**config.mk**
```make
export PLATFORM = sky130hd
export DESIGN_NAME = pcfp_programmer
export DESIGN_NICKNAME = d
export VERILOG_FILES = /design/src/verilog/pcfp_pkg.sv /design/src/verilog/pcfp_level_filter.sv /design/src/verilog/pcfp_programmer.sv
export VERILOG_INCLUDE_DIRS = /design/src /design/src/verilog
export SDC_FILE = /design/constraint.sdc
export NUM_CORES = 1
export LEC_CHECK = 0
export ABC_CLOCK_PERIOD_IN_PS = 7000
export BUFFER_PORTS_ARGS = -buffer_cell sky130_fd_sc_hd__buf_2
export CAP_MARGIN = 20
export CORE_MARGIN = 1
export CORE_UTILIZATION = 59
export DETAILED_ROUTE_END_ITERATION = 8
export PLACE_DENSITY_LB_ADDON = 0.3
export SYNTH_ARGS = -nofsm -noshare
export SYNTH_HDL_FRONTEND = slang
export SYNTH_SLANG_ARGS = --single-unit
```
**constraint.sdc**
```tcl
create_clock -name clk_sys -period 7 [get_ports clk_sys]
set_clock_uncertainty 0.15 [all_clocks]
set_input_delay 1.4 -clock clk_sys [delete_from_list [all_inputs] [get_ports clk_sys]]
set_output_delay 1.4 -clock clk_sys [all_outputs]
set_load 0.01 [all_outputs]
```
**src/verilog/pcfp_defines.svh**
```systemverilog
`ifndef PCFP_DEFINES_SVH
`define PCFP_DEFINES_SVH

// system clock period
`define PCFP_CLK_PERIOD_NS 10
// least hold time of each level before it counts as a symbol
`define PCFP_T_LOW_ADDR_NS 6000
`define PCFP_T_MID_ADDR_NS 6000
`define PCFP_T_STATE_HIGH_NS 20000
// times the programmer keeps; the device only relies on them
`define PCFP_T_MID_AFTER_HIGH_NS 15000
`define PCFP_T_BURN_HIGH_NS 100000
// least time to cycles, rounded up
`define PCFP_NS_TO_CYC(t) (((t) + `PCFP_CLK_PERIOD_NS - 1) / `PCFP_CLK_PERIOD_NS)

// register selection codes
`define PCFP_REG_OFS_COARSE 3'h0
`define PCFP_REG_OFS_FINE 3'h1
`define PCFP_REG_GAIN_COARSE 3'h2
`define PCFP_REG_GAIN_FINE 3'h3
`define PCFP_REG_TEMP_COEF 3'h4
`define PCFP_REG_CLAMP 3'h5
`define PCFP_REG_POLARITY 3'h6
`define PCFP_REG_LAST 3'h6

// mode selection counts
`define PCFP_MODE_CNT_NONE 2'h0
`define PCFP_MODE_CNT_TRY 2'h1
`define PCFP_MODE_CNT_BLOW 2'h2
`define PCFP_MODE_CNT_LOCK 2'h3

// highest value each register steps to before wrapping to zero
`define PCFP_LIM_OFS_COARSE 9'h002
`define PCFP_LIM_OFS_FINE 9'h1FF
`define PCFP_LIM_GAIN_COARSE 9'h002
`define PCFP_LIM_GAIN_FINE 9'h0FF
`define PCFP_LIM_TEMP_COEF 9'h01F
`define PCFP_LIM_CLAMP 9'h002
`define PCFP_LIM_POLARITY 9'h001

// fuse sense vector layout
`define PCFP_FUSE_W 29
`define PCFP_FLD_OFS_COARSE_LSB 0
`define PCFP_FLD_OFS_FINE_LSB 2
`define PCFP_FLD_GAIN_COARSE_LSB 11
`define PCFP_FLD_GAIN_FINE_LSB 13
`define PCFP_FLD_TEMP_COEF_LSB 21
`define PCFP_FLD_CLAMP_LSB 26
`define PCFP_FLD_POLARITY_LSB 28
`define PCFP_W_COARSE 2
`define PCFP_W_OFS_FINE 9
`define PCFP_W_GAIN_FINE 8
`define PCFP_W_TEMP_COEF 5
`define PCFP_W_CLAMP 2
`define PCFP_W_POLARITY 1

// widest register value and the number of registers
`define PCFP_VAL_W 9
`define PCFP_NUM_REGS 7
`define PCFP_VAL_ZERO 9'h000
`define PCFP_VAL_ONE 9'h001
`define PCFP_CNT_W 14

`endif

```
**src/verilog/pcfp_pkg.sv**
```systemverilog
package pcfp_pkg;

  // filtered level on the output pin
  typedef enum logic [1:0] {
    PCFP_LVL_NONE,
    PCFP_LVL_LOW,
    PCFP_LVL_MID,
    PCFP_LVL_HIGH
  } pcfp_level_t;

  // programming state machine
  typedef enum logic [1:0] {
    PCFP_ST_INITIAL,
    PCFP_ST_MODE_SEL,
    PCFP_ST_REG_SEL,
    PCFP_ST_BITFIELD_SEL
  } pcfp_state_t;

endpackage

```
**src/verilog/pcfp_level_filter.sv**
```systemverilog
`timescale 1ns/1ps
`include "pcfp_defines.svh"

module pcfp_level_filter
  import pcfp_pkg::*;
#(
  parameter int unsigned LOW_CYC = `PCFP_NS_TO_CYC(`PCFP_T_LOW_ADDR_NS),
  parameter int unsigned MID_CYC = `PCFP_NS_TO_CYC(`PCFP_T_MID_ADDR_NS),
  parameter int unsigned HIGH_CYC = `PCFP_NS_TO_CYC(`PCFP_T_STATE_HIGH_NS)
) (
  input wire logic clk_sys, // system clock
  input wire logic rst, // power-up reset
  input wire logic over_low_thr, // pin above low band
  input wire logic over_mid_thr, // pin in mid band or above
  input wire logic over_high_thr, // pin in high band
  output pcfp_level_t level_q, // accepted level
  output logic level_ev_q // pulse: level just accepted
);

  logic [`PCFP_CNT_W-1:0] cnt_q; // cycles the candidate has persisted
  pcfp_level_t cand_q; // level currently being timed
  pcfp_level_t raw; // unfiltered class of the pin

  // cycles a level must persist, less one
  function automatic logic [`PCFP_CNT_W-1:0] need(input pcfp_level_t l);
    unique case (l)
      PCFP_LVL_LOW: need = `PCFP_CNT_W'(LOW_CYC - 1);
      PCFP_LVL_MID: need = `PCFP_CNT_W'(MID_CYC - 1);
      PCFP_LVL_HIGH: need = `PCFP_CNT_W'(HIGH_CYC - 1);
      PCFP_LVL_NONE: need = '1;
    endcase
  endfunction

  // three-level classification; the gap between bands is no symbol
  // level bands
  always_comb begin
    if (over_high_thr) begin
      raw = PCFP_LVL_HIGH;
    end else if (over_mid_thr) begin
      raw = PCFP_LVL_MID;
    end else if (!over_low_thr) begin
      raw = PCFP_LVL_LOW;
    end else begin
      raw = PCFP_LVL_NONE;
    end
  end

  // persistence timer; any change of class restarts it
  always_ff @(posedge clk_sys or posedge rst) begin
    if (rst) begin
      cand_q <= PCFP_LVL_NONE;
      cnt_q <= '0;
    end else if (raw != cand_q) begin
      cand_q <= raw;
      cnt_q <= '0;
    end else if (cnt_q != need(cand_q)) begin
      cnt_q <= cnt_q + 1'b1;
    end
  end

  // accept a level once it has lasted long enough; glitches never get here
  // discard short excursions
  always_ff @(posedge clk_sys or posedge rst) begin
    if (rst) begin
      level_q <= PCFP_LVL_NONE;
      level_ev_q <= 1'b0;
    end else if (raw == cand_q && cand_q != PCFP_LVL_NONE && cnt_q == need(cand_q)
                 && cand_q != level_q) begin
      level_q <= cand_q;
      level_ev_q <= 1'b1;
    end else begin
      level_ev_q <= 1'b0;
    end
  end

endmodule // pcfp_level_filter

```
**src/verilog/pcfp_programmer.sv**
```systemverilog
// Operation
// - high pulse rising edge advances state
// - high pulse dropping to low increments selection
// - fourth high pulse burns pending selection
// - classify pin as low, mid, high
// - mid to low transition counts one pulse
// - power-up gives initial state, intact bits zero
// - high pulse enters mode selection
// - low count picks try, blow, lock; wraps
// - high before any low ignored in mode
// - nonzero mode plus high enters register selection
// - low count picks one of seven registers
// - register widths 2,9,2,8,5,2,1 bits
// - high pulse enters bitfield selection
// - try mode low pulse adds one, visible
// - high returns to mode, blow burns first
// - lock burns device fuse, refuses programming
// - entering bitfield clears selected intact bits
// - power cycle clears intact, keeps burned bits
// - lock flag one bit, one means locked
`timescale 1ns/1ps
`include "pcfp_defines.svh"

module pcfp_programmer
  import pcfp_pkg::*;
#(
  parameter int unsigned LOW_CYC = `PCFP_NS_TO_CYC(`PCFP_T_LOW_ADDR_NS),
  parameter int unsigned MID_CYC = `PCFP_NS_TO_CYC(`PCFP_T_MID_ADDR_NS),
  parameter int unsigned HIGH_CYC = `PCFP_NS_TO_CYC(`PCFP_T_STATE_HIGH_NS)
) (
  input wire logic clk_sys, // system clock
  input wire logic rst, // power-up reset
  input wire logic pin_over_low_thr, // output pin above low band
  input wire logic pin_over_mid_thr, // output pin at mid band or above
  input wire logic pin_over_high_thr, // output pin in high band
  input wire logic [`PCFP_FUSE_W-1:0] fuse_sense, // burned bitfield fuses
  input wire logic lock_fuse_sense, // device lock fuse burned
  output logic [1:0] offset_coarse_range_q, // offset range code
  output logic [8:0] offset_fine_value_q, // offset fine code
  output logic [1:0] gain_coarse_range_q, // gain range code
  output logic [7:0] gain_fine_value_q, // gain fine code
  output logic [4:0] temp_coefficient_code_q, // temperature coefficient code
  output logic [1:0] output_clamp_select_q, // clamp code
  output logic output_polarity_select_q, // polarity code
  output logic locked_q, // device lock flag
  output pcfp_state_t prog_state_q, // programming state
  output logic fuse_burn_q, // burn energy gate for a bitfield
  output logic [2:0] fuse_burn_reg_q, // register being burned
  output logic [8:0] fuse_burn_mask_q, // bitfields being burned
  output logic lock_burn_q // burn energy gate for the lock fuse
);

  // filter outputs and the two events decoded from them
  pcfp_level_t lvl; // filtered pin level
  logic lvl_ev; // pulse: new level accepted
  logic high_ev; // state change event
  logic low_ev; // increment event
  // selection counts of the three addressing states
  logic [1:0] mode_cnt_q; // mode selection count
  logic mode_seen_low_q; // a low pulse arrived in mode selection
  logic [2:0] reg_sel_q; // register selection count
  logic [`PCFP_VAL_W-1:0] bf_code_q; // bitfield code for blow and lock modes
  logic [`PCFP_VAL_W-1:0] trim_vol_q [`PCFP_NUM_REGS]; // provisional values
  // lock state: the fuse itself or a burn started in this session
  logic lock_burned_q; // lock fuse burned in this power cycle
  logic locked; // lock from fuse or from this session
  // per-register views, all padded to the widest register
  logic [`PCFP_VAL_W-1:0] fused_val [`PCFP_NUM_REGS]; // burned bits per register
  logic [`PCFP_VAL_W-1:0] eff_val [`PCFP_NUM_REGS]; // value seen by the analog side

  // highest value of a register before it wraps to zero
  function automatic logic [`PCFP_VAL_W-1:0] reg_limit(input logic [2:0] sel);
    unique case (sel)
      // coarse and clamp stop at code 2; code 3 would only wrap
      `PCFP_REG_OFS_COARSE: reg_limit = `PCFP_LIM_OFS_COARSE;
      `PCFP_REG_OFS_FINE: reg_limit = `PCFP_LIM_OFS_FINE;
      `PCFP_REG_GAIN_COARSE: reg_limit = `PCFP_LIM_GAIN_COARSE;
      `PCFP_REG_GAIN_FINE: reg_limit = `PCFP_LIM_GAIN_FINE;
      `PCFP_REG_TEMP_COEF: reg_limit = `PCFP_LIM_TEMP_COEF;
      `PCFP_REG_CLAMP: reg_limit = `PCFP_LIM_CLAMP;
      `PCFP_REG_POLARITY: reg_limit = `PCFP_LIM_POLARITY;
      // code 7 is never selected; treat as a one-bit register
      default: reg_limit = `PCFP_LIM_POLARITY;
    endcase
  endfunction

  // step a register value by one with its own wrap point
  function automatic logic [`PCFP_VAL_W-1:0] step_val(input logic [`PCFP_VAL_W-1:0] v,
                                                      input logic [2:0] sel);
    if (v >= reg_limit(sel)) begin
      // wrap at the register's own top code, not at the word width
      step_val = `PCFP_VAL_ZERO;
    end else begin
      // plain step; the limit keeps it inside the register's width
      step_val = v + `PCFP_VAL_ONE;
    end
  endfunction

  // level detector with persistence filter
  // only accepted levels reach the state machine, never raw comparator bits
  pcfp_level_filter #(
    .LOW_CYC(LOW_CYC),
    .MID_CYC(MID_CYC),
    .HIGH_CYC(HIGH_CYC)
  ) u_filter (
    .clk_sys(clk_sys),
    .rst(rst),
    .over_low_thr(pin_over_low_thr),
    .over_mid_thr(pin_over_mid_thr),
    .over_high_thr(pin_over_high_thr),
    .level_q(lvl),
    .level_ev_q(lvl_ev)
  );

  // the arrival of an accepted high is the rising edge that changes state
  // high edge event
  assign high_ev = lvl_ev && (lvl == PCFP_LVL_HIGH);
  // a low accepted after mid or high; holding mid into the next high
  // produces no low, so no increment
  // mid to low pulse
  assign low_ev = lvl_ev && (lvl == PCFP_LVL_LOW);

  // the session bit covers the time until the burned fuse is sensed
  // lock comes from the fuse or from a lock burn earlier in this session
  // single lock bit
  assign locked = lock_fuse_sense | lock_burned_q;

  // fused bits of each register, then the value seen by the analog side
  // register widths
  always_comb begin
    for (int i = 0; i < `PCFP_NUM_REGS; i++) begin
      fused_val[i] = `PCFP_VAL_ZERO;
    end
    // each sense field lands in the low bits of its register
    fused_val[`PCFP_REG_OFS_COARSE][`PCFP_W_COARSE-1:0] =
      fuse_sense[`PCFP_FLD_OFS_COARSE_LSB +: `PCFP_W_COARSE];
    fused_val[`PCFP_REG_OFS_FINE][`PCFP_W_OFS_FINE-1:0] =
      fuse_sense[`PCFP_FLD_OFS_FINE_LSB +: `PCFP_W_OFS_FINE];
    fused_val[`PCFP_REG_GAIN_COARSE][`PCFP_W_COARSE-1:0] =
      fuse_sense[`PCFP_FLD_GAIN_COARSE_LSB +: `PCFP_W_COARSE];
    fused_val[`PCFP_REG_GAIN_FINE][`PCFP_W_GAIN_FINE-1:0] =
      fuse_sense[`PCFP_FLD_GAIN_FINE_LSB +: `PCFP_W_GAIN_FINE];
    fused_val[`PCFP_REG_TEMP_COEF][`PCFP_W_TEMP_COEF-1:0] =
      fuse_sense[`PCFP_FLD_TEMP_COEF_LSB +: `PCFP_W_TEMP_COEF];
    fused_val[`PCFP_REG_CLAMP][`PCFP_W_CLAMP-1:0] =
      fuse_sense[`PCFP_FLD_CLAMP_LSB +: `PCFP_W_CLAMP];
    fused_val[`PCFP_REG_POLARITY][`PCFP_W_POLARITY-1:0] =
      fuse_sense[`PCFP_FLD_POLARITY_LSB +: `PCFP_W_POLARITY];
  end

  // a burned fuse forces its bit to one whatever the provisional value is
  // limitation: a provisional value can only add bits to a burned field
  generate
    for (genvar g = 0; g < `PCFP_NUM_REGS; g++) begin : g_eff
      assign eff_val[g] = fused_val[g] | trim_vol_q[g];
    end
  endgenerate

  // programming state machine; a locked device never leaves initial
  always_ff @(posedge clk_sys or posedge rst) begin
    if (rst) begin
      prog_state_q <= PCFP_ST_INITIAL;
    end else if (locked) begin
      prog_state_q <= PCFP_ST_INITIAL;
    end else if (high_ev) begin
      // only a high moves the state; lows only step the counts
      unique case (prog_state_q)
        PCFP_ST_INITIAL: begin
          // one high is enough, whatever lows came before
          prog_state_q <= PCFP_ST_MODE_SEL;
        end
        PCFP_ST_MODE_SEL: begin
          // a count wrapped back to zero names no mode, so the high is dropped
          if (mode_seen_low_q && mode_cnt_q != `PCFP_MODE_CNT_NONE) begin
            prog_state_q <= PCFP_ST_REG_SEL;
          end
        end
        PCFP_ST_REG_SEL: begin
          // every register count is legal, so no check here
          prog_state_q <= PCFP_ST_BITFIELD_SEL;
        end
        PCFP_ST_BITFIELD_SEL: begin
          // burning and the count clear run in their own processes
          prog_state_q <= PCFP_ST_MODE_SEL;
        end
      endcase
    end
  end

  // mode count; it is cleared when the device comes back from bitfield
  // selection, so the next sequence must step it again from zero
  always_ff @(posedge clk_sys or posedge rst) begin
    if (rst) begin
      // no mode chosen and no low seen after power-up
      mode_cnt_q <= `PCFP_MODE_CNT_NONE;
      mode_seen_low_q <= 1'b0;
    end else if (!locked && prog_state_q == PCFP_ST_BITFIELD_SEL && high_ev) begin
      // a fresh mode count is needed after each sequence
      mode_cnt_q <= `PCFP_MODE_CNT_NONE;
      mode_seen_low_q <= 1'b0;
    end else if (!locked && prog_state_q == PCFP_ST_MODE_SEL && low_ev) begin
      // lows in initial state never get here
      mode_cnt_q <= mode_cnt_q + 2'h1;
      mode_seen_low_q <= 1'b1;
    end
  end

  // register selection count, cleared on entry to register selection
  always_ff @(posedge clk_sys or posedge rst) begin
    if (rst) begin
      // register zero is the default target
      reg_sel_q <= `PCFP_REG_OFS_COARSE;
    end else if (!locked && prog_state_q == PCFP_ST_MODE_SEL && high_ev) begin
      // each register selection counts from zero again
      reg_sel_q <= `PCFP_REG_OFS_COARSE;
    end else if (!locked && prog_state_q == PCFP_ST_REG_SEL && low_ev) begin
      // register count wraps after the last
      if (reg_sel_q == `PCFP_REG_LAST) begin
        reg_sel_q <= `PCFP_REG_OFS_COARSE;
      end else begin
        reg_sel_q <= reg_sel_q + 3'h1;
      end
    end
  end

  // bitfield code for blow and lock modes; never reaches the analog side,
  // so a code search in these modes shows nothing until the fuse burns
  always_ff @(posedge clk_sys or posedge rst) begin
    if (rst) begin
      bf_code_q <= `PCFP_VAL_ZERO;
    end else if (!locked && prog_state_q == PCFP_ST_REG_SEL && high_ev) begin
      // a fresh code for every bitfield selection
      bf_code_q <= `PCFP_VAL_ZERO;
    end else if (!locked && prog_state_q == PCFP_ST_BITFIELD_SEL && low_ev
                 && mode_cnt_q != `PCFP_MODE_CNT_TRY) begin
      // blow and lock modes count here instead of in the trim
      bf_code_q <= step_val(bf_code_q, reg_sel_q);
    end
  end

  // provisional register values
  // fused bits are never stored here; the or with fused_val brings them back
  always_ff @(posedge clk_sys or posedge rst) begin
    if (rst) begin
      for (int i = 0; i < `PCFP_NUM_REGS; i++) begin
        trim_vol_q[i] <= `PCFP_VAL_ZERO;
      end
    end else if (!locked && prog_state_q == PCFP_ST_REG_SEL && high_ev) begin
      trim_vol_q[reg_sel_q] <= `PCFP_VAL_ZERO;
    end else if (!locked && prog_state_q == PCFP_ST_BITFIELD_SEL && low_ev
                 && mode_cnt_q == `PCFP_MODE_CNT_TRY) begin
      trim_vol_q[reg_sel_q] <= step_val(trim_vol_q[reg_sel_q], reg_sel_q);
    end
  end

  // burn gates open on the high pulse that leaves bitfield selection and
  // stay open while the high level lasts; the supply, not the logic,
  // decides how much energy the fuse gets
  always_ff @(posedge clk_sys or posedge rst) begin
    if (rst) begin
      fuse_burn_q <= 1'b0;
      fuse_burn_reg_q <= `PCFP_REG_OFS_COARSE;
      fuse_burn_mask_q <= `PCFP_VAL_ZERO;
      lock_burn_q <= 1'b0;
    end else if (!locked && prog_state_q == PCFP_ST_BITFIELD_SEL && high_ev) begin
      // blow mode burns before returning
      // code zero names no bitfield, so no burn is started
      if (mode_cnt_q == `PCFP_MODE_CNT_BLOW && bf_code_q != `PCFP_VAL_ZERO) begin
        fuse_burn_q <= 1'b1;
        fuse_burn_reg_q <= reg_sel_q;
        fuse_burn_mask_q <= bf_code_q;
      end
      // lock mode burns device fuse
      // the lock burn needs no code; any selection will do
      if (mode_cnt_q == `PCFP_MODE_CNT_LOCK) begin
        lock_burn_q <= 1'b1;
      end
    end else if (lvl_ev && lvl != PCFP_LVL_HIGH) begin
      // the high pulse has ended
      // the register index is kept so the last burn can still be read
      fuse_burn_q <= 1'b0;
      fuse_burn_mask_q <= `PCFP_VAL_ZERO;
      lock_burn_q <= 1'b0;
    end
  end

  // the session lock takes effect as soon as the lock burn starts
  always_ff @(posedge clk_sys or posedge rst) begin
    if (rst) begin
      // after a power cycle the lock fuse sense takes over
      lock_burned_q <= 1'b0;
    end else if (!locked && prog_state_q == PCFP_ST_BITFIELD_SEL && high_ev
                 && mode_cnt_q == `PCFP_MODE_CNT_LOCK) begin
      // set with the burn gate, so the state drops next edge
      lock_burned_q <= 1'b1;
    end
  end

  // registered outputs; the analog trim sees a new value one cycle late
  always_ff @(posedge clk_sys or posedge rst) begin
    if (rst) begin
      // all trims read zero until the first edge shows the fuses
      offset_coarse_range_q <= 2'h0;
      offset_fine_value_q <= 9'h000;
      gain_coarse_range_q <= 2'h0;
      gain_fine_value_q <= 8'h00;
      temp_coefficient_code_q <= 5'h00;
      output_clamp_select_q <= 2'h0;
      output_polarity_select_q <= 1'b0;
      locked_q <= 1'b0;
    end else begin
      // one flop after the or keeps the analog trim free of glitches
      offset_coarse_range_q <= eff_val[`PCFP_REG_OFS_COARSE][`PCFP_W_COARSE-1:0];
      offset_fine_value_q <= eff_val[`PCFP_REG_OFS_FINE][`PCFP_W_OFS_FINE-1:0];
      gain_coarse_range_q <= eff_val[`PCFP_REG_GAIN_COARSE][`PCFP_W_COARSE-1:0];
      gain_fine_value_q <= eff_val[`PCFP_REG_GAIN_FINE][`PCFP_W_GAIN_FINE-1:0];
      temp_coefficient_code_q <= eff_val[`PCFP_REG_TEMP_COEF][`PCFP_W_TEMP_COEF-1:0];
      output_clamp_select_q <= eff_val[`PCFP_REG_CLAMP][`PCFP_W_CLAMP-1:0];
      output_polarity_select_q <= eff_val[`PCFP_REG_POLARITY][0];
      locked_q <= locked;
    end
  end

endmodule // pcfp_programmer

```
==> impl_metrics.yaml, run 1 <==
clocking:
  h-tree-depth: 4
  cts_resized: 0
  post_cts_buffers: 0
  cts_hold_buf: 0
  numCtsBuffers: 17
  root_buffer: "clkbuf_16"
  path_clk_slew_ps: 60
  cts_buffer_depth: 2
  clk_latency_ps: 430
  cts_tree: "built"
  clock_sinks: 144
logic_synthesis:
  ys_ff_latch: 144
  synthAdderAreaFrac_pct: 5.66
  yosysTopAreaCell: "dfrtp_1"
  muxShareOfSynthArea_pct: 5.69
  synth_area_leaders: "dfrtp_1, nand2_1, ha_1"
  syn_inst: 695
  ys_types: 62
  yosysWarnings: 0
  synth.avg_cell_area_um2: 10.2
  synth-main-ff-cell: "dfrtp_1"
  synthSimpleGateAreaFrac_pct: 19.3
  syn_nets: 762
  yosysSeqAreaShare_pct: 50.9
  synth_compound_area_share_pct: 12.1
  synth_edf_count: 0
  async_reset_ff_share_pct: 100
  synth-xor-area-share_pct: 3.31
  synth_top_family_by_area: "simple AND/OR/NAND/NOR gates"
  syn-cell-area_um2: 7080
  synth_top_area_share_pct: 50.9
global_routing:
  grtUsageMet2_pct: 48.1
  grt_pass1_wl_um: 28100
  grt_pass1_vias: 5658
  grt-ovfl-total: 0
  grt_use_total_pct: 29.2
  grt_max_degree: 94
  use_met1_pct: 37.4
  met3_usage_pct: 5.93
  top_usage_layer: "met2"
  antenna_found_initial: 0
drt:
  route.detailed.drc: 8
  routed_wl_um: 16800
  drt-pass1-iter-count: 7
  num_vias: 5568
  viasPerCell: 5.99
  routedWlPerCell_um: 18.1
  antenna_left: 0
  drtIter0Drc: 386
critical_path:
  end_kind: "flop"
  slowest_stage: "dfrtp_2"
  crit_path_max_fanout: 45
  startpoint_type: "flop"
  r2r_start: "reg_sel_q[1]"
  worst-setup-path-type: "flop to flop"
  max_stage_delay_ps: 1040
  critPathArrivalTime_ps: 4870
  r2r_end: "trim_vol_q[48]"
  worstPathCellList: "and2b_1, a221oi_1, a221o_1, inv_1, ha_1, and4_1, nand4_1, or4b_1, nor3_2, nand2_1, o31ai_1"
  required_ps: 7180
  rrSetupSlack_ps: 2310
  crit_start: "reg_sel_q[1]"
  rr_worst_depth: 11
placement:
  io_buffers: 80
  dp_slack_ps: 1950
  hpwl_um: 11400
  gp_congestion: 0.918
cells_and_area:
  num_antenna_cells: 0
  most-common-layout-cells: "dfrtp_1, nand2_1, buf_2"
  final_nets: 841
  layout-drive-gt1-share_pct: 21.6
  syn2layout_area_growth_pct: 16.3
  layout_commonest_cell: "dfrtp_1"
die:
  ios: 81
  core_um2: 11600
  start_util_pct: 61.2
  chipHeight_um: 112
  die_w_um: 112
  rows: 39
  die_area_um2: 12400
min_path:
  hold_start: "fuse_burn_q"
  holdPathStages: 1
  worstHoldPathType: "flop to flop"
  min_to: "fuse_burn_q"
sta:
  hold_viol: 0
  setup_viol_count_final: 0
  grt_setup_unrepaired: "no"
  tightestPinTransition_ps: 1020
  fmax_mhz: 213
  period_needed_ps: 4690
  tns_ps: 0
  setup_slack_ps: 2310
  drv_slew: 0
  maxSlewHeadroom_pct: 32.2
  post-route-period-util_pct: 67.0
run_status:
  violations: "design-rule violations"
  status: "finished with violations"
power_and_ir_drop:
  finalPower_uw: 1960
  power.leakage_uw: 0.00384
  powerDensity_nw_per_um2: 238
  ir_drop_mv: 0.216
job:
  maxCapViolCount: 0
-- logic make-up (layout without fill, tap and decap cells) --
logic type,after synthesis,after routing
multiplexers,34,34
buffers and inverters,47,139
flip-flops,144,144
AND/OR/NAND/NOR,271,271
XOR/XNOR,25,25
AO/OA/AOI/OAI,142,142
adder cells (fa/ha/maj),32,32
-- how the worst max path moves through the flow --
stage / end / slack, ps / depth (start not counted)
floorplan: bf_code_q[0] / 1580 / 1
global placement: trim_vol_q[48] / 2230 / 11
detailed placement: trim_vol_q[12] / 1950 / 11
CTS: trim_vol_q[48] / 1940 / 11
global route: trim_vol_q[48] / 2020 / 11
finish: trim_vol_q[48] / 2310 / 11
-- layer usage --
metal | share of wire, % | up-vias
li1 | - | 2600
met1 | 43 | 2735
met4 | 2.3 | 0
met3 | 5.5 | 36
met2 | 49 | 197
met5 | 0 | -
-- state kept, by name, indices dropped and copies added (netlist names), 3 cells and up --
register                 flops
temp_coefficient_code_q      5
trim_vol_q                  63
gain_fine_value_q            8
u_filter.cnt_q              14
offset_fine_value_q          9
fuse_burn_reg_q              3
reg_sel_q                    3
bf_code_q                    9
fuse_burn_mask_q             9
-- cell type report --
cell class	instances	area, um2
clock buffers	18	439
clock inverters	14	238
fillers	877	3330
inverters	25	98.8
multi-input cells	504	3260
flip-flops and latches	144	3600
well taps	143	179
repair buffers	82	419
-- synth_stat cells (2+ instances only) --
| cell type | n |
|---|---|
| or3_1 | 4 |
| nand2_1 | 118 |
| a41oi_1 | 2 |
| o21ai_1 | 61 |
| a221oi_1 | 2 |
| a21o_1 | 5 |
| or4_1 | 2 |
| and4_1 | 4 |
| buf_1 | 2 |
| a32oi_1 | 2 |
| mux4_2 | 4 |
| nand2b_1 | 10 |
| xnor2_2 | 2 |
| mux2_2 | 4 |
| a211oi_1 | 2 |
| nor2_1 | 31 |
| nand3_1 | 17 |
| inv_1 | 24 |
| mux2_1 | 6 |
| dfrtp_1 | 144 |
| clkbuf_1 | 11 |
| a221o_1 | 7 |
| ha_1 | 32 |
| a2111oi_0 | 2 |
| buf_6 | 2 |
| xnor2_1 | 13 |
| nor3_1 | 9 |
| nand4_1 | 10 |
| o31ai_1 | 5 |
| nand3_2 | 6 |
| a31oi_1 | 8 |
| buf_2 | 3 |
| nand4_2 | 2 |
| nor2b_1 | 4 |
| a21oi_1 | 15 |
| o21ai_0 | 19 |
| buf_4 | 3 |
| and2_1 | 5 |
| mux2i_1 | 20 |
| and3_1 | 8 |
| xor2_1 | 10 |
| a22oi_1 | 4 |
| o21bai_1 | 2 |
| or2_2 | 31 |
-- where the power goes --
| group | internal [uW] | total [uW] | leakage [uW] | switching, uW |
|---|---|---|---|---|
| Sequential | 847 | 853 | 0.00188 | 6.59 |
| Clock | 676 | 1030 | 0.000318 | 358 |
| Combinational | 27.6 | 69.4 | 0.00165 | 41.7 |
| Total | 1550 | 1960 | 0.00384 | 406 |
-- worst max-delay path: cells and delay by family (launching register included) --
family	cells	cell delay [ps]
AND/OR/NAND/NOR	6	2080
flip-flops	1	1040
AO/OA/AOI/OAI	3	920
adder cells (fa/ha/maj)	1	290
buffers and inverters	1	110
-- through the flow --
stage / hold slack [ps] / area, um2 / utilization, % / cells
floorplan: 293 / 7080 / - / 695
global placement: 305 / 7550 / 65.3 / 897
detailed placement: 310 / 7550 / 65.3 / 897
CTS: 323 / 8230 / 71.1 / 929
global route: 351 / 8240 / 71.2 / 930
finish: 322 / 8240 / 71.2 / 930
(Power assumes the default switching activity.)
==> run 2, diff against run 1 <==
ABC_CLOCK_PERIOD_IN_PS = 3790   (was 7000)
CORE_UTILIZATION = 53   (was 59)
clock period = 3.79 ns   (was 7 ns; I/O delays follow)
==> run 2 against run 1 <==
The flow now finishes without violations. Flip-flop and latch count stayed put. Count of clock-buffer cells in the layout is 6 higher. Fmax is 30% higher. Total power is 78% higher. Critical path depth is 3 higher. Setup slack worse by 2100 ps. Register-to-register slack worse by 2100 ps. Sequential share of layout area is 0.94 points lower.
==> impl_metrics.yaml, run 2 (synthesis gave the netlist of run 1 again) <==
run_status:
  status: "completed"
critical_path:
  rr_worst_depth: 14
  r2r_start: "reg_sel_q[1]"
  rrSetupSlack_ps: 180
  crit_start: "reg_sel_q[1]"
  worstPathCellList: "clkbuf_2, buf_4, nand2b_1, nor2_2, buf_4, inv_1, ha_1, and4_1, nand4_1, or4b_1, nor3_2, buf_6, nand3_2, o21ai_1"
  cp.buffers_inverters: 5
  startpoint_type: "flop"
  path_depth: 14
  worst_path_most_repeated_cell: "buf_4"
  crit_path_max_fanout: 12
  slowest_stage: "dfrtp_2"
  critPathArrivalTime_ps: 3810
  required_ps: 3990
  worst-setup-path-type: "flop to flop"
  critPathTopFamily: "simple AND/OR/NAND/NOR gates"
  r2r_end: "trim_vol_q[55]"
  max_stage_delay_ps: 460
  end_kind: "flop"
  crit_end: "trim_vol_q[55]"
cells_and_area:
  layout-drive-gt1-share_pct: 24.2
  layout_commonest_cell: "dfrtp_1"
  largest_register_ff_count: 63
  stdcell_count: 978
  num_antenna_cells: 0
  final_nets: 860
  regMostFlops: "trim_vol_q"
  most-common-layout-cells: "dfrtp_1, nand2_1, buf_2"
  syn2layout_area_growth_pct: 18.9
  stdcell_area_um2: 8420
  top_regs: "trim_vol_q (63), u_filter.cnt_q (14)"
clocking:
  cts_buffer_depth: 2
  cts_tree: "built"
  clk_latency_ps: 430
  root_buffer: "clkbuf_16"
  clock_sinks: 144
  h-tree-depth: 4
  path_clk_slew_ps: 60
  numCtsBuffers: 17
global_routing:
  grt_pass1_wl_um: 27800
  grt-ovfl-total: 0
  grt_pass1_vias: 5507
  grt_max_degree: 46
  grt_use_total_pct: 25.7
  antenna_found_initial: 0
job:
  maxCapViolCount: 0
sta:
  setup_slack_ps: 181
  drv_slew: 0
  post-route-period-util_pct: 95.2
  hold_viol: 0
  fmax_mhz: 277
  tns_ps: 0
  setup_viol_count_final: 0
  tightestPinTransition_ps: 933
  period_needed_ps: 3610
  maxSlewHeadroom_pct: 37.7
die:
  die_area_um2: 13800
  rows: 41
  chipHeight_um: 118
  core_um2: 12800
  die_w_um: 118
  ios: 81
  start_util_pct: 55.2
power_and_ir_drop:
  finalPower_uw: 3480
  ir_drop_mv: 0.305
  powerDensity_nw_per_um2: 413
  power.leakage_uw: 0.00391
placement:
  io_buffers: 80
  dp_slack_ps: 170
  hpwl_um: 11800
  place_area_um2: 7740
  dpl.cell_count: 943
  gp_congestion: 0.967
drt:
  drt-pass1-iter-count: 5
  viasPerCell: 5.75
  route.detailed.drc: 0
  num_vias: 5625
  routed_wl_um: 16500
  routedWlPerCell_um: 16.9
  antenna_left: 0
  drtIter0Drc: 336
min_path:
  worstHoldPathType: "flop to flop"
## run 2: worst min-delay path by stage
stage                    from                         end  slack (ps)  cells past startpoint
2_1_floorplan  trim_vol_q[39]              trim_vol_q[39]         290                      2
3_3_place_gp   trim_vol_q[39]              trim_vol_q[39]         310                      2
3_5_place_dp    lock_burned_q               lock_burned_q         320                      1
4_1_cts         lock_burned_q               lock_burned_q         340                      1
5_1_grt        fuse_sense[24]  temp_coefficient_code_q[3]         350                      2
6_report        lock_burned_q               lock_burned_q         330                      1
## run 2: layout make-up
cell class / count / area (um2)
well taps: 172 / 215
clock inverters: 8 / 125
multi-input cells: 504 / 3280
fillers: 1043 / 4410
flip-flops and latches: 144 / 3600
clock buffers: 24 / 512
inverters: 25 / 97.6
repair buffers: 101 / 584
## run 2: report_power, final
part | internal, uW | total (uW) | switching (uW) | leakage (uW)
logic | 55.6 | 135 | 79.2 | 0.00174
registers | 1560 | 1580 | 12.2 | 0.00188
clock network | 1140 | 1770 | 630 | 0.000301
## run 2: metal layers
metal	up-vias	wire (um)	GRT usage, %
li1	2638	-	-
met1	2754	7010	32.8
met2	196	8050	41.3
met3	37	984	6.35
met4	0	458	11.5
met5	-	0	0
## run 2: timing repair
item,CTS,global route
setup buffers,0,3
hold buffers,0,0
hold endpoints to repair,0,0
setup endpoints to repair,0,14
gates resized for setup,0,8
## run 2: metrics by stage
| step | hold WS, ps | utilization (%) |
|---|---|---|
| 2_1_floorplan | 293 | - |
| 3_5_place_dp | 322 | 60.3 |
| 5_1_grt | 353 | 65.6 |
| 4_1_cts | 336 | 65.3 |
| 3_3_place_gp | 307 | 60.3 |
| 6_report | 331 | 65.6 |
